### config.mk
export PLATFORM = sky130hd
export DESIGN_NAME = tx_control_synth_config
export DESIGN_NICKNAME = d
export VERILOG_FILES = /design/src/core/tx_ctrl_pkg.sv /design/src/core/synth_decode.sv /design/src/core/host_clock_gen.sv /design/src/core/tx_control_synth_config.sv
export SDC_FILE = /design/constraint.sdc
export NUM_CORES = 1
export LEC_CHECK = 0
export BUFFER_PORTS_ARGS = -buffer_cell sky130_fd_sc_hd__buf_2
export CAP_MARGIN = 40
export CELL_PAD_IN_SITES_DETAIL_PLACEMENT = 1
export CELL_PAD_IN_SITES_GLOBAL_PLACEMENT = 2
export CORE_MARGIN = 1.5
export CORE_UTILIZATION = 41
export DETAILED_ROUTE_END_ITERATION = 7
export PLACE_DENSITY_LB_ADDON = 0.1
export SLEW_MARGIN = 20
export SYNTH_ARGS = -nofsm -noshare
export SYNTH_HDL_FRONTEND = slang
export SYNTH_HIERARCHICAL = 1
export SYNTH_SLANG_ARGS = --single-unit
export TNS_END_PERCENT = 100
### constraint.sdc
create_clock -name ref_clk -period 6.85 [get_ports ref_clk]
set_clock_uncertainty 0.1 [all_clocks]
set_input_delay 1.37 -clock ref_clk [delete_from_list [all_inputs] [get_ports ref_clk]]
set_output_delay 1.37 -clock ref_clk [all_outputs]
set_load 0.005 [all_outputs]
### src/core/tx_ctrl_pkg.sv
// Shared constants and types for the transmitter control block
package tx_ctrl_pkg;

  // ==========================================================
  // Register bus
  localparam int ADDR_W = 8;
  localparam int DATA_W = 16;
  localparam logic [7:0] CTRL_OFS = 8'h00;
  localparam logic [7:0] BAND_OFS = 8'h04;
  localparam logic [7:0] WHOLE_OFS = 8'h08;
  localparam logic [7:0] FINE_OFS = 8'h0C;
  localparam logic [7:0] STAT_OFS = 8'h10;
  localparam logic [7:0] RATIO_OFS = 8'h14;

  // ==========================================================
  // Field positions
  localparam int LOCK_BIT = 0;
  localparam int LOWSUP_BIT = 1;
  localparam int SLEEP_BIT = 2;
  localparam int SEL_LSB = 3;
  localparam int SRC_LSB = 5;
  localparam int PSC_LSB = 7;
  localparam int BAND_LSB = 0;
  localparam int REF_DIVIDER_LSB = 2;
  localparam int WHOLE_MOD_BIT = 9;
  localparam int WHOLE_DBL_BIT = 8;
  localparam int WHOLE_AC_LSB = 4;

  // ==========================================================
  // Values after reset and defaults
  localparam logic [1:0] SEL_DEF = 2'h3;
  localparam logic [1:0] SRC_DEF = 2'h0;
  localparam logic [2:0] PSC_DEF = 3'h4;
  localparam logic [1:0] BAND_RST = 2'h0;
  localparam logic [2:0] REF_DIVIDER_RST = 3'h2;
  localparam logic [9:0] WHOLE_RST = 10'h000;
  localparam logic [15:0] FINE_RST = 16'h0000;

  // ==========================================================
  // Synthesizer arithmetic
  localparam logic [2:0] MOD_BASE = 3'h4;
  localparam logic [4:0] N_BASE = 5'h0A;
  localparam logic [4:0] N_DBL_STEP = 5'h06;
  localparam logic [4:0] AC_STEP = 5'h03;
  localparam logic [3:0] REF_DIVIDER_BASE = 4'h2;

  // ==========================================================
  // Codes and states
  localparam logic [1:0] SRC_PRESC = 2'h0;
  localparam logic [1:0] SRC_BAUD = 2'h1;
  localparam logic [1:0] SRC_BAUD_INV = 2'h2;
  localparam logic [1:0] SEL_TX_ONLY = 2'h2;
  localparam logic [1:0] SEL_ALWAYS = 2'h3;

  typedef enum logic [1:0] {
    PWR_DOWN,
    PWR_IDLE,
    PWR_TX
  } pwr_state_t;

endpackage

### src/core/synth_decode.sv
// Decoding of band, reference divider and synthesizer words into counter values
`timescale 1ns/100ps
`default_nettype none
module synth_decode
(
  input wire logic [1:0] band_select,
  input wire logic [2:0] ref_divider,
  input wire logic [9:0] whole_word,
  input wire logic [15:0] fine_word,
  output logic [1:0] predivider,
  output logic [2:0] modulus,
  output logic [4:0] n_count,
  output logic [4:0] a_count,
  output logic [16:0] frac_part,
  output logic [3:0] ref_ratio
);
  import tx_ctrl_pkg::*;

  // ==========================================================
  // Helpers
  function automatic logic [4:0] widen4(input logic [3:0] v);
    widen4 = {1'b0, v};
  endfunction

  function automatic logic [4:0] scale_dbl(input logic dbl, input logic [4:0] step);
    scale_dbl = dbl ? 5'(step << 1) : step;
  endfunction

  // ==========================================================
  // Counter values
  logic dbl;
  assign dbl = whole_word[WHOLE_DBL_BIT];
  assign predivider = band_select[1] ? 2'h2 : 2'h1;
  assign modulus = MOD_BASE + {2'h0, whole_word[WHOLE_MOD_BIT]};
  assign n_count = widen4(whole_word[3:0]) + (dbl ? N_DBL_STEP : 5'h00) + N_BASE;
  assign a_count = widen4(whole_word[7:4]) + 5'h01 + scale_dbl(dbl, AC_STEP);
  // Fraction in units of 2^-16; doubling widens the fractional reach
  assign frac_part = dbl ? {fine_word, 1'b0} : {1'b0, fine_word};
  assign ref_ratio = {1'b0, ref_divider} + REF_DIVIDER_BASE;

endmodule
`default_nettype wire

### src/core/host_clock_gen.sv
// Host clock output generator with prescaler and source selection
`timescale 1ns/100ps
`default_nettype none
module host_clock_gen
(
  input wire logic ref_clk,
  input wire logic rst,
  input wire logic ce,
  input wire logic run,
  input wire logic tx_active,
  input wire logic baud_in,
  input wire logic [1:0] out_select,
  input wire logic [1:0] source,
  input wire logic [2:0] prescale_exp,
  output logic clk_out,
  output logic clk_oe
);
  import tx_ctrl_pkg::*;

  // ==========================================================
  // Prescaler
  logic [6:0] cnt;
  logic [2:0] psc_act;
  logic presc_q;
  logic [6:0] term;

  // Exponent 0 cannot come from a flop; it runs at divide by two
  assign term = (psc_act == 3'h0) ? 7'h00 : 7'((7'h01 << (psc_act - 3'h1)) - 7'h01);

  always_ff @(posedge ref_clk or posedge rst) begin
    if (rst) begin
      cnt <= 7'h00;
      presc_q <= 1'b0;
      psc_act <= PSC_DEF;
    end else if (ce) begin
      if (!run) begin
        cnt <= 7'h00;
        presc_q <= 1'b0;
        psc_act <= prescale_exp;
      end else if (cnt >= term) begin
        cnt <= 7'h00;
        presc_q <= ~presc_q;
        // While running, new ratio is taken only at the low-going phase to avoid runt periods
        if (presc_q) begin
          psc_act <= prescale_exp;
        end
      end else begin
        cnt <= cnt + 7'h01;
      end
    end
  end

  // ==========================================================
  // Output selection
  logic enable;
  logic src_val;
  assign enable = run && (out_select == SEL_ALWAYS || (out_select == SEL_TX_ONLY && tx_active));

  always_comb begin
    case (source)
      SRC_PRESC: src_val = presc_q;
      SRC_BAUD: src_val = baud_in;
      SRC_BAUD_INV: src_val = ~baud_in;
      default: src_val = 1'b0;
    endcase
  end

  always_ff @(posedge ref_clk or posedge rst) begin
    if (rst) begin
      clk_out <= 1'b0;
      clk_oe <= 1'b0;
    end else if (ce) begin
      clk_out <= enable ? src_val : 1'b0;
      clk_oe <= enable;
    end
  end

endmodule
`default_nettype wire

### src/core/tx_control_synth_config.sv
// Transmitter control: lock, low supply, sleep, host clock and synthesizer setup
//
// Function
// - Entering power-down sets transmit lock.
// - Lock set keeps amplifier off, commands accepted.
// - Write in power-down wakes to inactive state.
// - Low supply during transmit sets lock.
// - Low supply sets readable, writable indicator flag.
// - Wake samples data pin: high keeps selection.
// - Default clock selection 11, always driving.
// - Clock source: prescaler or baud output.
// - Prescaler divides by two to exponent; exponent 0 also divides by two.
// - Wake with pin low restores clock defaults.
// - Writing force-sleep enters power-down one cycle after the write is taken.
// - Power-down clears force-sleep bit.
// - Band select bit 1 sets predivider.
// - Reference ratio is divider field plus two.
// - Modulus is whole bit 9 plus four.
// - N equals low nibble, six times bit8, ten.
// - A offset: nibble plus one, three times.
// - Fraction is fine word scaled by bit8.
// - Bit 8 doubles modulator output range.
// - Low-supply flag resets to zero, active high.
// - Force-sleep resets to zero, active high.
`timescale 1ns/100ps
`default_nettype none
module tx_control_synth_config
(
  input wire logic ref_clk,
  input wire logic rst,
  input wire logic ce,
  input wire logic [tx_ctrl_pkg::ADDR_W-1:0] addr,
  input wire logic [tx_ctrl_pkg::DATA_W-1:0] wdata,
  input wire logic wr,
  input wire logic rd,
  output logic [tx_ctrl_pkg::DATA_W-1:0] rdata,
  input wire logic tx_start,
  input wire logic tx_stop,
  input wire logic pa_supply_low,
  input wire logic serial_data_pin,
  input wire logic baud_clk,
  output logic pa_enable,
  output logic power_down,
  output logic host_clock_pin_o,
  output logic host_clock_pin_oe,
  output logic [1:0] predivider,
  output logic [2:0] modulus,
  output logic [4:0] n_count,
  output logic [4:0] a_count,
  output logic [16:0] frac_part,
  output logic [3:0] ref_ratio
);
  import tx_ctrl_pkg::*;

  // ==========================================================
  // Declarations
  pwr_state_t state;
  pwr_state_t next_state;
  logic tx_lock;
  logic low_supply_flag;
  logic force_sleep;
  logic [1:0] host_clock_out_select;
  logic [1:0] host_clock_source;
  logic [2:0] clock_prescale_exp;
  logic [1:0] band_select;
  logic [2:0] ref_divider;
  logic [9:0] whole_word;
  logic [15:0] fine_word;
  logic woke_by_write;
  logic defaults_restored;
  logic wr_ctrl;
  logic wr_band;
  logic wr_whole;
  logic wr_fine;
  logic wake;
  logic restore;
  logic enter_down;
  logic [1:0] dec_p;
  logic [2:0] dec_m;
  logic [4:0] dec_n;
  logic [4:0] dec_a;
  logic [16:0] dec_frac;
  logic [3:0] dec_ratio;
  logic clk_o;
  logic clk_oe;

  // ==========================================================
  // Decode
  assign wr_ctrl = wr && (addr == CTRL_OFS);
  assign wr_band = wr && (addr == BAND_OFS);
  assign wr_whole = wr && (addr == WHOLE_OFS);
  assign wr_fine = wr && (addr == FINE_OFS);
  // Any write while asleep wakes the device
  assign wake = wr && (state == PWR_DOWN);
  // Pin low on wake restores the clock defaults
  assign restore = wake && !serial_data_pin;
  assign enter_down = (next_state == PWR_DOWN) && (state != PWR_DOWN);

  // ==========================================================
  // Power state
  always_comb begin
    next_state = state;
    case (state)
      PWR_DOWN: begin
        if (wake) begin
          next_state = PWR_IDLE;
        end
      end
      PWR_IDLE: begin
        if (force_sleep) begin
          next_state = PWR_DOWN;
        end else if (tx_start) begin
          next_state = PWR_TX;
        end
      end
      PWR_TX: begin
        if (force_sleep) begin
          next_state = PWR_DOWN;
        end else if (tx_stop) begin
          next_state = PWR_IDLE;
        end
      end
      default: next_state = PWR_DOWN;
    endcase
  end

  always_ff @(posedge ref_clk or posedge rst) begin
    if (rst) begin
      state <= PWR_DOWN;
    end else if (ce) begin
      state <= next_state;
    end
  end

  // ==========================================================
  // Transmit lock
  // Hardware sets win over a software clear in the same cycle
  always_ff @(posedge ref_clk or posedge rst) begin
    if (rst) begin
      tx_lock <= 1'b1;
    end else if (ce) begin
      if (enter_down || state == PWR_DOWN) begin
        tx_lock <= 1'b1;
      end else if (state == PWR_TX && pa_supply_low) begin
        tx_lock <= 1'b1;
      end else if (wr_ctrl) begin
        tx_lock <= wdata[LOCK_BIT];
      end
    end
  end

  // ==========================================================
  // Low-supply indicator
  always_ff @(posedge ref_clk or posedge rst) begin
    if (rst) begin
      low_supply_flag <= 1'b0;
    end else if (ce) begin
      if (pa_supply_low) begin
        low_supply_flag <= 1'b1;
      end else if (wr_ctrl) begin
        low_supply_flag <= wdata[LOWSUP_BIT];
      end
    end
  end

  // ==========================================================
  // Force sleep
  // Clear wins while asleep so a wake write cannot lock the device down
  always_ff @(posedge ref_clk or posedge rst) begin
    if (rst) begin
      force_sleep <= 1'b0;
    end else if (ce) begin
      if (state == PWR_DOWN) begin
        force_sleep <= 1'b0;
      end else if (wr_ctrl) begin
        force_sleep <= wdata[SLEEP_BIT];
      end
    end
  end

  // ==========================================================
  // Host clock fields
  // Restoring defaults wins over the waking write itself
  always_ff @(posedge ref_clk or posedge rst) begin
    if (rst) begin
      host_clock_out_select <= SEL_DEF;
      host_clock_source <= SRC_DEF;
      clock_prescale_exp <= PSC_DEF;
    end else if (ce) begin
      if (restore) begin
        host_clock_out_select <= SEL_DEF;
        host_clock_source <= SRC_DEF;
        clock_prescale_exp <= PSC_DEF;
      end else if (wr_ctrl) begin
        host_clock_out_select <= wdata[SEL_LSB +: 2];
        host_clock_source <= wdata[SRC_LSB +: 2];
        clock_prescale_exp <= wdata[PSC_LSB +: 3];
      end
    end
  end

  // ==========================================================
  // Wake status
  always_ff @(posedge ref_clk or posedge rst) begin
    if (rst) begin
      woke_by_write <= 1'b0;
      defaults_restored <= 1'b0;
    end else if (ce) begin
      if (wake) begin
        woke_by_write <= 1'b1;
        defaults_restored <= restore;
      end else if (enter_down) begin
        woke_by_write <= 1'b0;
      end
    end
  end

  // ==========================================================
  // Synthesizer words
  // Range limits on N and A are the host's duty and are not checked
  always_ff @(posedge ref_clk or posedge rst) begin
    if (rst) begin
      band_select <= BAND_RST;
      ref_divider <= REF_DIVIDER_RST;
    end else if (ce && wr_band) begin
      band_select <= wdata[BAND_LSB +: 2];
      ref_divider <= wdata[REF_DIVIDER_LSB +: 3];
    end
  end

  always_ff @(posedge ref_clk or posedge rst) begin
    if (rst) begin
      whole_word <= WHOLE_RST;
    end else if (ce && wr_whole) begin
      whole_word <= wdata[9:0];
    end
  end

  always_ff @(posedge ref_clk or posedge rst) begin
    if (rst) begin
      fine_word <= FINE_RST;
    end else if (ce && wr_fine) begin
      fine_word <= wdata;
    end
  end

  synth_decode u_decode (
    .band_select(band_select),
    .ref_divider(ref_divider),
    .whole_word(whole_word),
    .fine_word(fine_word),
    .predivider(dec_p),
    .modulus(dec_m),
    .n_count(dec_n),
    .a_count(dec_a),
    .frac_part(dec_frac),
    .ref_ratio(dec_ratio)
  );

  always_ff @(posedge ref_clk or posedge rst) begin
    if (rst) begin
      predivider <= 2'h1;
      modulus <= MOD_BASE;
      n_count <= N_BASE;
      a_count <= 5'h04;
      frac_part <= 17'h00000;
      ref_ratio <= 4'h4;
    end else if (ce) begin
      predivider <= dec_p;
      modulus <= dec_m;
      n_count <= dec_n;
      a_count <= dec_a;
      frac_part <= dec_frac;
      ref_ratio <= dec_ratio;
    end
  end

  // ==========================================================
  // Host clock pin
  host_clock_gen u_clk (
    .ref_clk(ref_clk),
    .rst(rst),
    .ce(ce),
    .run(state != PWR_DOWN),
    .tx_active(state == PWR_TX),
    .baud_in(baud_clk),
    .out_select(host_clock_out_select),
    .source(host_clock_source),
    .prescale_exp(clock_prescale_exp),
    .clk_out(clk_o),
    .clk_oe(clk_oe)
  );

  assign host_clock_pin_o = clk_o;
  assign host_clock_pin_oe = clk_oe;

  // ==========================================================
  // Power outputs
  always_ff @(posedge ref_clk or posedge rst) begin
    if (rst) begin
      pa_enable <= 1'b0;
      power_down <= 1'b1;
    end else if (ce) begin
      // Commands still move the state; only the amplifier is held off
      pa_enable <= (next_state == PWR_TX) && !tx_lock && !(pa_supply_low && state == PWR_TX);
      power_down <= (next_state == PWR_DOWN);
    end
  end

  // ==========================================================
  // Read port
  always_ff @(posedge ref_clk or posedge rst) begin
    if (rst) begin
      rdata <= 16'h0000;
    end else if (ce) begin
      rdata <= 16'h0000;
      if (rd) begin
        case (addr)
          CTRL_OFS: begin
            rdata[LOCK_BIT] <= tx_lock;
            rdata[LOWSUP_BIT] <= low_supply_flag;
            rdata[SLEEP_BIT] <= force_sleep;
            rdata[SEL_LSB +: 2] <= host_clock_out_select;
            rdata[SRC_LSB +: 2] <= host_clock_source;
            rdata[PSC_LSB +: 3] <= clock_prescale_exp;
          end
          BAND_OFS: begin
            rdata[BAND_LSB +: 2] <= band_select;
            rdata[REF_DIVIDER_LSB +: 3] <= ref_divider;
          end
          WHOLE_OFS: rdata[9:0] <= whole_word;
          FINE_OFS: rdata <= fine_word;
          STAT_OFS: begin
            rdata[1:0] <= state;
            rdata[2] <= pa_enable;
            rdata[3] <= clk_oe;
            rdata[7:4] <= ref_ratio;
            rdata[8] <= woke_by_write;
            rdata[9] <= defaults_restored;
          end
          RATIO_OFS: begin
            rdata[4:0] <= n_count;
            rdata[9:5] <= a_count;
            rdata[12:10] <= modulus;
            rdata[14:13] <= predivider;
          end
          default: rdata <= 16'h0000;
        endcase
      end
    end
  end

endmodule
`default_nettype wire

# Yosys cells after proc, flatten, opt, wreduce, memory -nomap -nowiden
# Cells that the tools add are included.
# totals
inputBits	34
out_inout_bits	56
regBits	112
# op_classes
n_reduce_logical	39
n_shift	1
addsub	9
eq_ne	14
n_bitwise	2
n_lt_le_gt_ge	1
muxes	40
# ops
op	count
one-hot mux 5 bit (6 select lines)	1
one-hot mux 5 bit (5 select lines)	1
two-way mux 3 bit	7
two-way mux 7 bit	3
two-way mux 2 bit	10
two-way mux 17 bit	1
== test 8 x 4 -> 1 bit, second input constant	2
== test 8 x 5 -> 1 bit, second input constant	2
two-way mux 16 bit	1
logical AND 1 bit	15
AND reduction 2 bit	7
two-way mux 1 bit	13
== test 2 bit, second input constant	5
one-hot mux 5 bit (2 select lines)	1
nonzero test 2 bit	5
== test 8 x 3 -> 1 bit, second input constant	1
zero test 8 bit	1
adder 7 x 1 -> 7 bit, second input constant	1
greater-or-equal comparator 7 bit	1
left shift 1 x 3 -> 7 bit, first input constant	1
subtractor 7 x 1 -> 7 bit, second input constant	1
zero test 2 bit	3
one-hot mux 2 bit (3 select lines)	1
adder 4 x 1 -> 5 bit, second input constant	1
15 further kinds	21

# Depth between registers and ports, before layout
# logic_depth
word_depth	9
mapped_depth	14
ltp_nobuf	11

# By module
# The synthesis kept the hierarchy.
# modules_own_cells
module	cells_each	area_per_inst_um2	seq_area_each_um2	n_inst
tx_control_synth_config	327	4434.3	2492.4	1
host_clock_gen	96	929.6	326.6	1
synth_decode	53	495.5	0.0	1

# Worst setup path after synthesis
# Ideal clock, no wire load.
# synth_path
path_type	reg-to-reg
start	register u_clk.psc_act[0]
end	register u_clk.psc_act[0]
setup_time_ns	0.125
stages_incl_launch_ff	14
slack_ns	3.580
required_time_ns	6.625
path_buffers	2
synth_period_minus_slack_ns	3.270
arrival_ns	3.045
cell_sequence	dfrtp_1 clkbuf_1 inv_1 or3_1 ha_1 buf_1 xnor2_1 o31a_1 ha_1 and4_2 o21ai_1 o2111ai_2 and3_4 mux2_4
# synth_between
elab_chain_cells	7
elab_cells_between_ends	8
cone_classes	add/sub: 2; order compare: 1; eq/ne: 1; shift: 1; mux: 1; reduce/logical: 2
# synth_rtl
item	line	source
from (decl)	host_clock_gen.sv:23	logic [2:0] psc_act;
from (signal assigned)	host_clock_gen.sv:39	psc_act <= prescale_exp;
from (signal assigned)	host_clock_gen.sv:45	psc_act <= prescale_exp;
subtractor 3 x 1 -> 3 bit	host_clock_gen.sv:28	assign term = (psc_act == 3'h0) ? 7'h00 : 7'((7'h01 << (psc_act - 3'h1)) - 7'h01);
left shift 1 x 3 -> 7 bit	host_clock_gen.sv:28	
subtractor 7 x 1 -> 7 bit	host_clock_gen.sv:28	
two-way mux 7 bit *	host_clock_gen.sv:28	
greater-or-equal comparator 7 bit *	host_clock_gen.sv:40	end else if (cnt >= term) begin
!= test 2 bit (no line) *	n/a	
AND reduction 3 bit (no line) *	n/a	
# Every way passes the cells marked *; elsewhere a longest branch is shown, timed or not.
# A chain may end at the register's enable or synchronous reset.

# Final worst setup path
# Ends and elaborated chain as after synthesis.

==> results by group <==
Place
  • Port bufs: 89
  • Routability cong.: 0.8046
  • Placed wire-length estimate: 10.95 mm
  • Placed inst area: 6387 µm²

Clock tree
  • Clock buffer depth: 2
  • CTS tree: built
  • Hold buffer count at cts: 0
  • Reg clk slew, reported paths: 80 ps
  • H-tree depth: 3
  • Cts repair resizes: 0
  • Num CTS Buffers: 9
  • Clock Sinks: 112
  • Root Buffer Master: clkbuf_16
  • Clk_lat worst skew: 360 ps
  • Post-CTS setup buffers: 0

Synthesis
  • Share of flip-flops with an asynchronous set or reset: 1.000
  • Post-synthesis sequential area ratio: 0.4811
  • Synth cell types: 71
  • Synth area leader: dfrtp_1
  • EDFF count, synth: 0
  • Ys flop type: dfrtp_1
  • Yosys reg bits: 112
  • Syn avg cell area: 12.31 µm²
  • Area share of the largest cell type after synthesis: 0.4228
  • Synth area leaders: dfrtp_1, mux2_2, dfstp_2
  • Mapped Nets: 527
  • Synth warnings: 6
  • Post-Syn Area: 5859 µm²
  • Mapped Cells: 476

Power
  • Total chip power: 1639 µW
  • VDD IR max: 0.0001283 V
  • Pleak: 0.003369 µW
  • Cell area power density: 245.0 nW/µm²

Global routing
  • Vias in the first global route: 4192
  • Largest net degree at the start of global routing: 65
  • Global-route wire length before repair: 23.87 mm
  • Global Route Usage Sum: 0.2137
  • Initial antenna violation count: 0
  • Global route overflow: 0

Floorplan
  • Die area: 15020 µm²
  • Chip Width: 122.5 µm
  • Core ar.: 13930 µm²
  • I/O pin total: 90
  • Initial Util: 0.4205
  • Die height: 122.5 µm
  • Rows: 43

Critical path
  • Crit Path Category: flip-flop to flip-flop
  • Critical Path Start Type: flip-flop
  • Worst Setup End Kind: flip-flop
  • Crit path DAT: 3550 ps
  • Worst path required time: 6990 ps
  • Most used cell, CP: ha_1
  • Slowest-stage cell, CP: dfrtp_1
  • CP max stage delay: 510 ps
  • Crit-path max FO: 9
  • CP Cell Sequence: inv_1 -> or3_1 -> ha_1 -> xnor2_1 -> o31a_1 -> ha_1 -> and4_2 -> o21ai_1 -> o2111ai_2 -> and3_4 -> mux2_4

Drt
  • Vias: 3931
  • Vias per cell: 5.370
  • Final WL: 15.07 mm
  • Initial drt markers: 151
  • Drt drc: 0
  • First-pass iteration count of the detailed router: 4
  • Wirelength per Cell: 20.58 µm
  • DRT antenna net count: 0

Run status
  • Status: finished clean

Job
  • Max_cap viols: 0

Final layout
  • Share of cells above drive strength 1: 0.4185
  • Multi-input logic area: 2725 µm²
  • Area Growth Syn to Fin: 14.11%
  • Layout Utilization: 0.4798
  • Fillers: 1503
  • Antenna Cells: 0
  • Final nets: 598
  • Register Area: 2819 µm²
  • Fin area: 6686 µm²

STA
  • Worst-Margin Slew: 788.2 ps
  • Peak Freq: 293.4 MHz
  • Fin Setup TNS: 0 ps
  • RSZ-0062 raised after global routing: no
  • Final hold viol count: 0
  • Slew Limit Fails: 0
  • Fin crit share: 0.4976
  • Final setup viols: 0
  • Slew margin rel.: 0.4705
  • Final worst path period need: 3409 ps

Hold path
  • Worst hold path class: flip-flop to flip-flop
==> state kept, by name, summed over array words and instances (netlist names), 4 cells and up <==
signal      cells
n_count         5
fine_word      16
a_count         5
whole_word     10
frac_part      17
ref_ratio       4
rdata          16
u_clk/cnt       7
==> report_power, final <==
| group | switching, µW | internal (µW) | total [µW] |
|---|---|---|---|
| Combinational | 158 | 148 | 306 |
| Clock | 254 | 286 | 540 |
| Sequential | 65.2 | 728 | 793 |
| Total | 477 | 1160 | 1640 |
==> placed cells by master, fill, tap and decap left out, types with 5 or more instances in the layout <==
| cell | count |
|---|---|
| inv_1 | 31 |
| a22o_1 | 11 |
| nand2_1 | 16 |
| o22ai_1 | 7 |
| ha_1 | 16 |
| buf_2 | 89 |
| o21ai_0 | 11 |
| a21oi_1 | 9 |
| dfstp_2 | 13 |
| a21o_1 | 7 |
| clkbuf_16 | 9 |
| a22oi_1 | 6 |
| xnor2_1 | 6 |
| nand2b_1 | 6 |
| nand3_1 | 5 |
| nor2_1 | 12 |
| mux2i_1 | 20 |
| nor3_1 | 6 |
| mux2_4 | 20 |
| dfrtp_1 | 99 |
| mux2_2 | 69 |
==> kinds of logic (layout without fill, tap and decap cells) <==
group | after synthesis | after routing | share of synthesized area
AO/OA/AOI/OAI | 83 | 83 | 0.1048
adder cells (fa/ha/maj) | 17 | 17 | 0.03758
buffers and inverters | 65 | 141 | 0.05381
multiplexers | 112 | 112 | 0.2296
flip-flops | 112 | 112 | 0.4811
AND/OR/NAND/NOR | 76 | 76 | 0.07837
other | 2 | 2 | 0.001282
XOR/XNOR | 9 | 9 | 0.01345
==> cell type report <==
cell class | count | area share
Tap cell | 180 | 0.03368
Multi-Input combinational cell | 299 | 0.4076
Timing Repair Buffer | 93 | 0.07410
Clock buffer | 10 | 0.03424
Sequential cell | 112 | 0.4216
Inverter | 32 | 0.01834
Clock inverter | 6 | 0.01048
==> through the flow <==
stage / worst slack [ps] / cells / hold WS, ps
final: 3441 / 732 / 369.8
after global routing: 3305 / 732 / 393.0
after CTS: 3449 / 732 / 376.2
after detailed placement: 3459 / 716 / 365.5
after global placement: 3467 / 715 / 359.5
after floorplan: 2809 / 476 / 348.8
==> worst paths after layout <==
check                                        startpoint  cells after the start  slack [ps]                            to
max                        u_clk/psc_act[0]$_DFFE_PP0P_                     11        3440  u_clk/psc_act[0]$_DFFE_PP0P_
min                              power_down$_DFFE_PP1P_                      2         370        power_down$_DFFE_PP1P_
max reg2reg                u_clk/psc_act[0]$_DFFE_PP0P_                     11        3440  u_clk/psc_act[0]$_DFFE_PP0P_
min reg2reg                      power_down$_DFFE_PP1P_                      2         370        power_down$_DFFE_PP1P_
max in group asynchronous                           rst                      4        4700           tx_lock$_DFFE_PP1P_
min in group asynchronous                           rst                      2         890      fine_word[4]$_DFFE_PP0P_
==> metal layers <==
layer	wire length [µm]	up-vias	global-route usage	share of wire
li1	-	1852	-	-
met1	7301	1993	0.2997	0.48
met2	7036	65	0.3366	0.47
met3	421	21	0.03299	0.028
met4	307	0	0.07631	0.020
met5	0	-	0	0
==> synth_stat cells (2+ instances only) <==
master     number
nor2b_1         3
o221ai_1        4
buf_4           7
o211ai_1        2
clkbuf_1       15
a31oi_1         2
o22ai_1         7
o21a_1          3
o21ai_0        11
or2_2           4
a21oi_1         9
o21ai_1         2
nand2_1        16
nand4_1         3
o2bb2ai_1       3
conb_1          2
a22o_1         11
ha_1           16
inv_1          32
nor3_1          6
xor2_1          3
buf_1           2
mux2i_1        20
mux2_2         69
a21o_1          7
dfrtp_1        99
nor2_1         12
and2_1          3
mux2_4         20
dfstp_2        13
a22oi_1         6
xnor2_1         6
buf_6           3
o22a_1          3
nand3_1         5
buf_2           5
mux4_2          3
nand2b_1        6
==> worst max-delay path, delay by kind of cell, from the launching register on <==
family	cells	cell delay, ps
fa+ha+maj	2	570
compound gates	3	650
xor+xnor	1	160
simple gates	3	870
buf+inv	1	120
mux	1	300
flops	1	510
No activity file was read; power rests on OpenSTA's default activity.
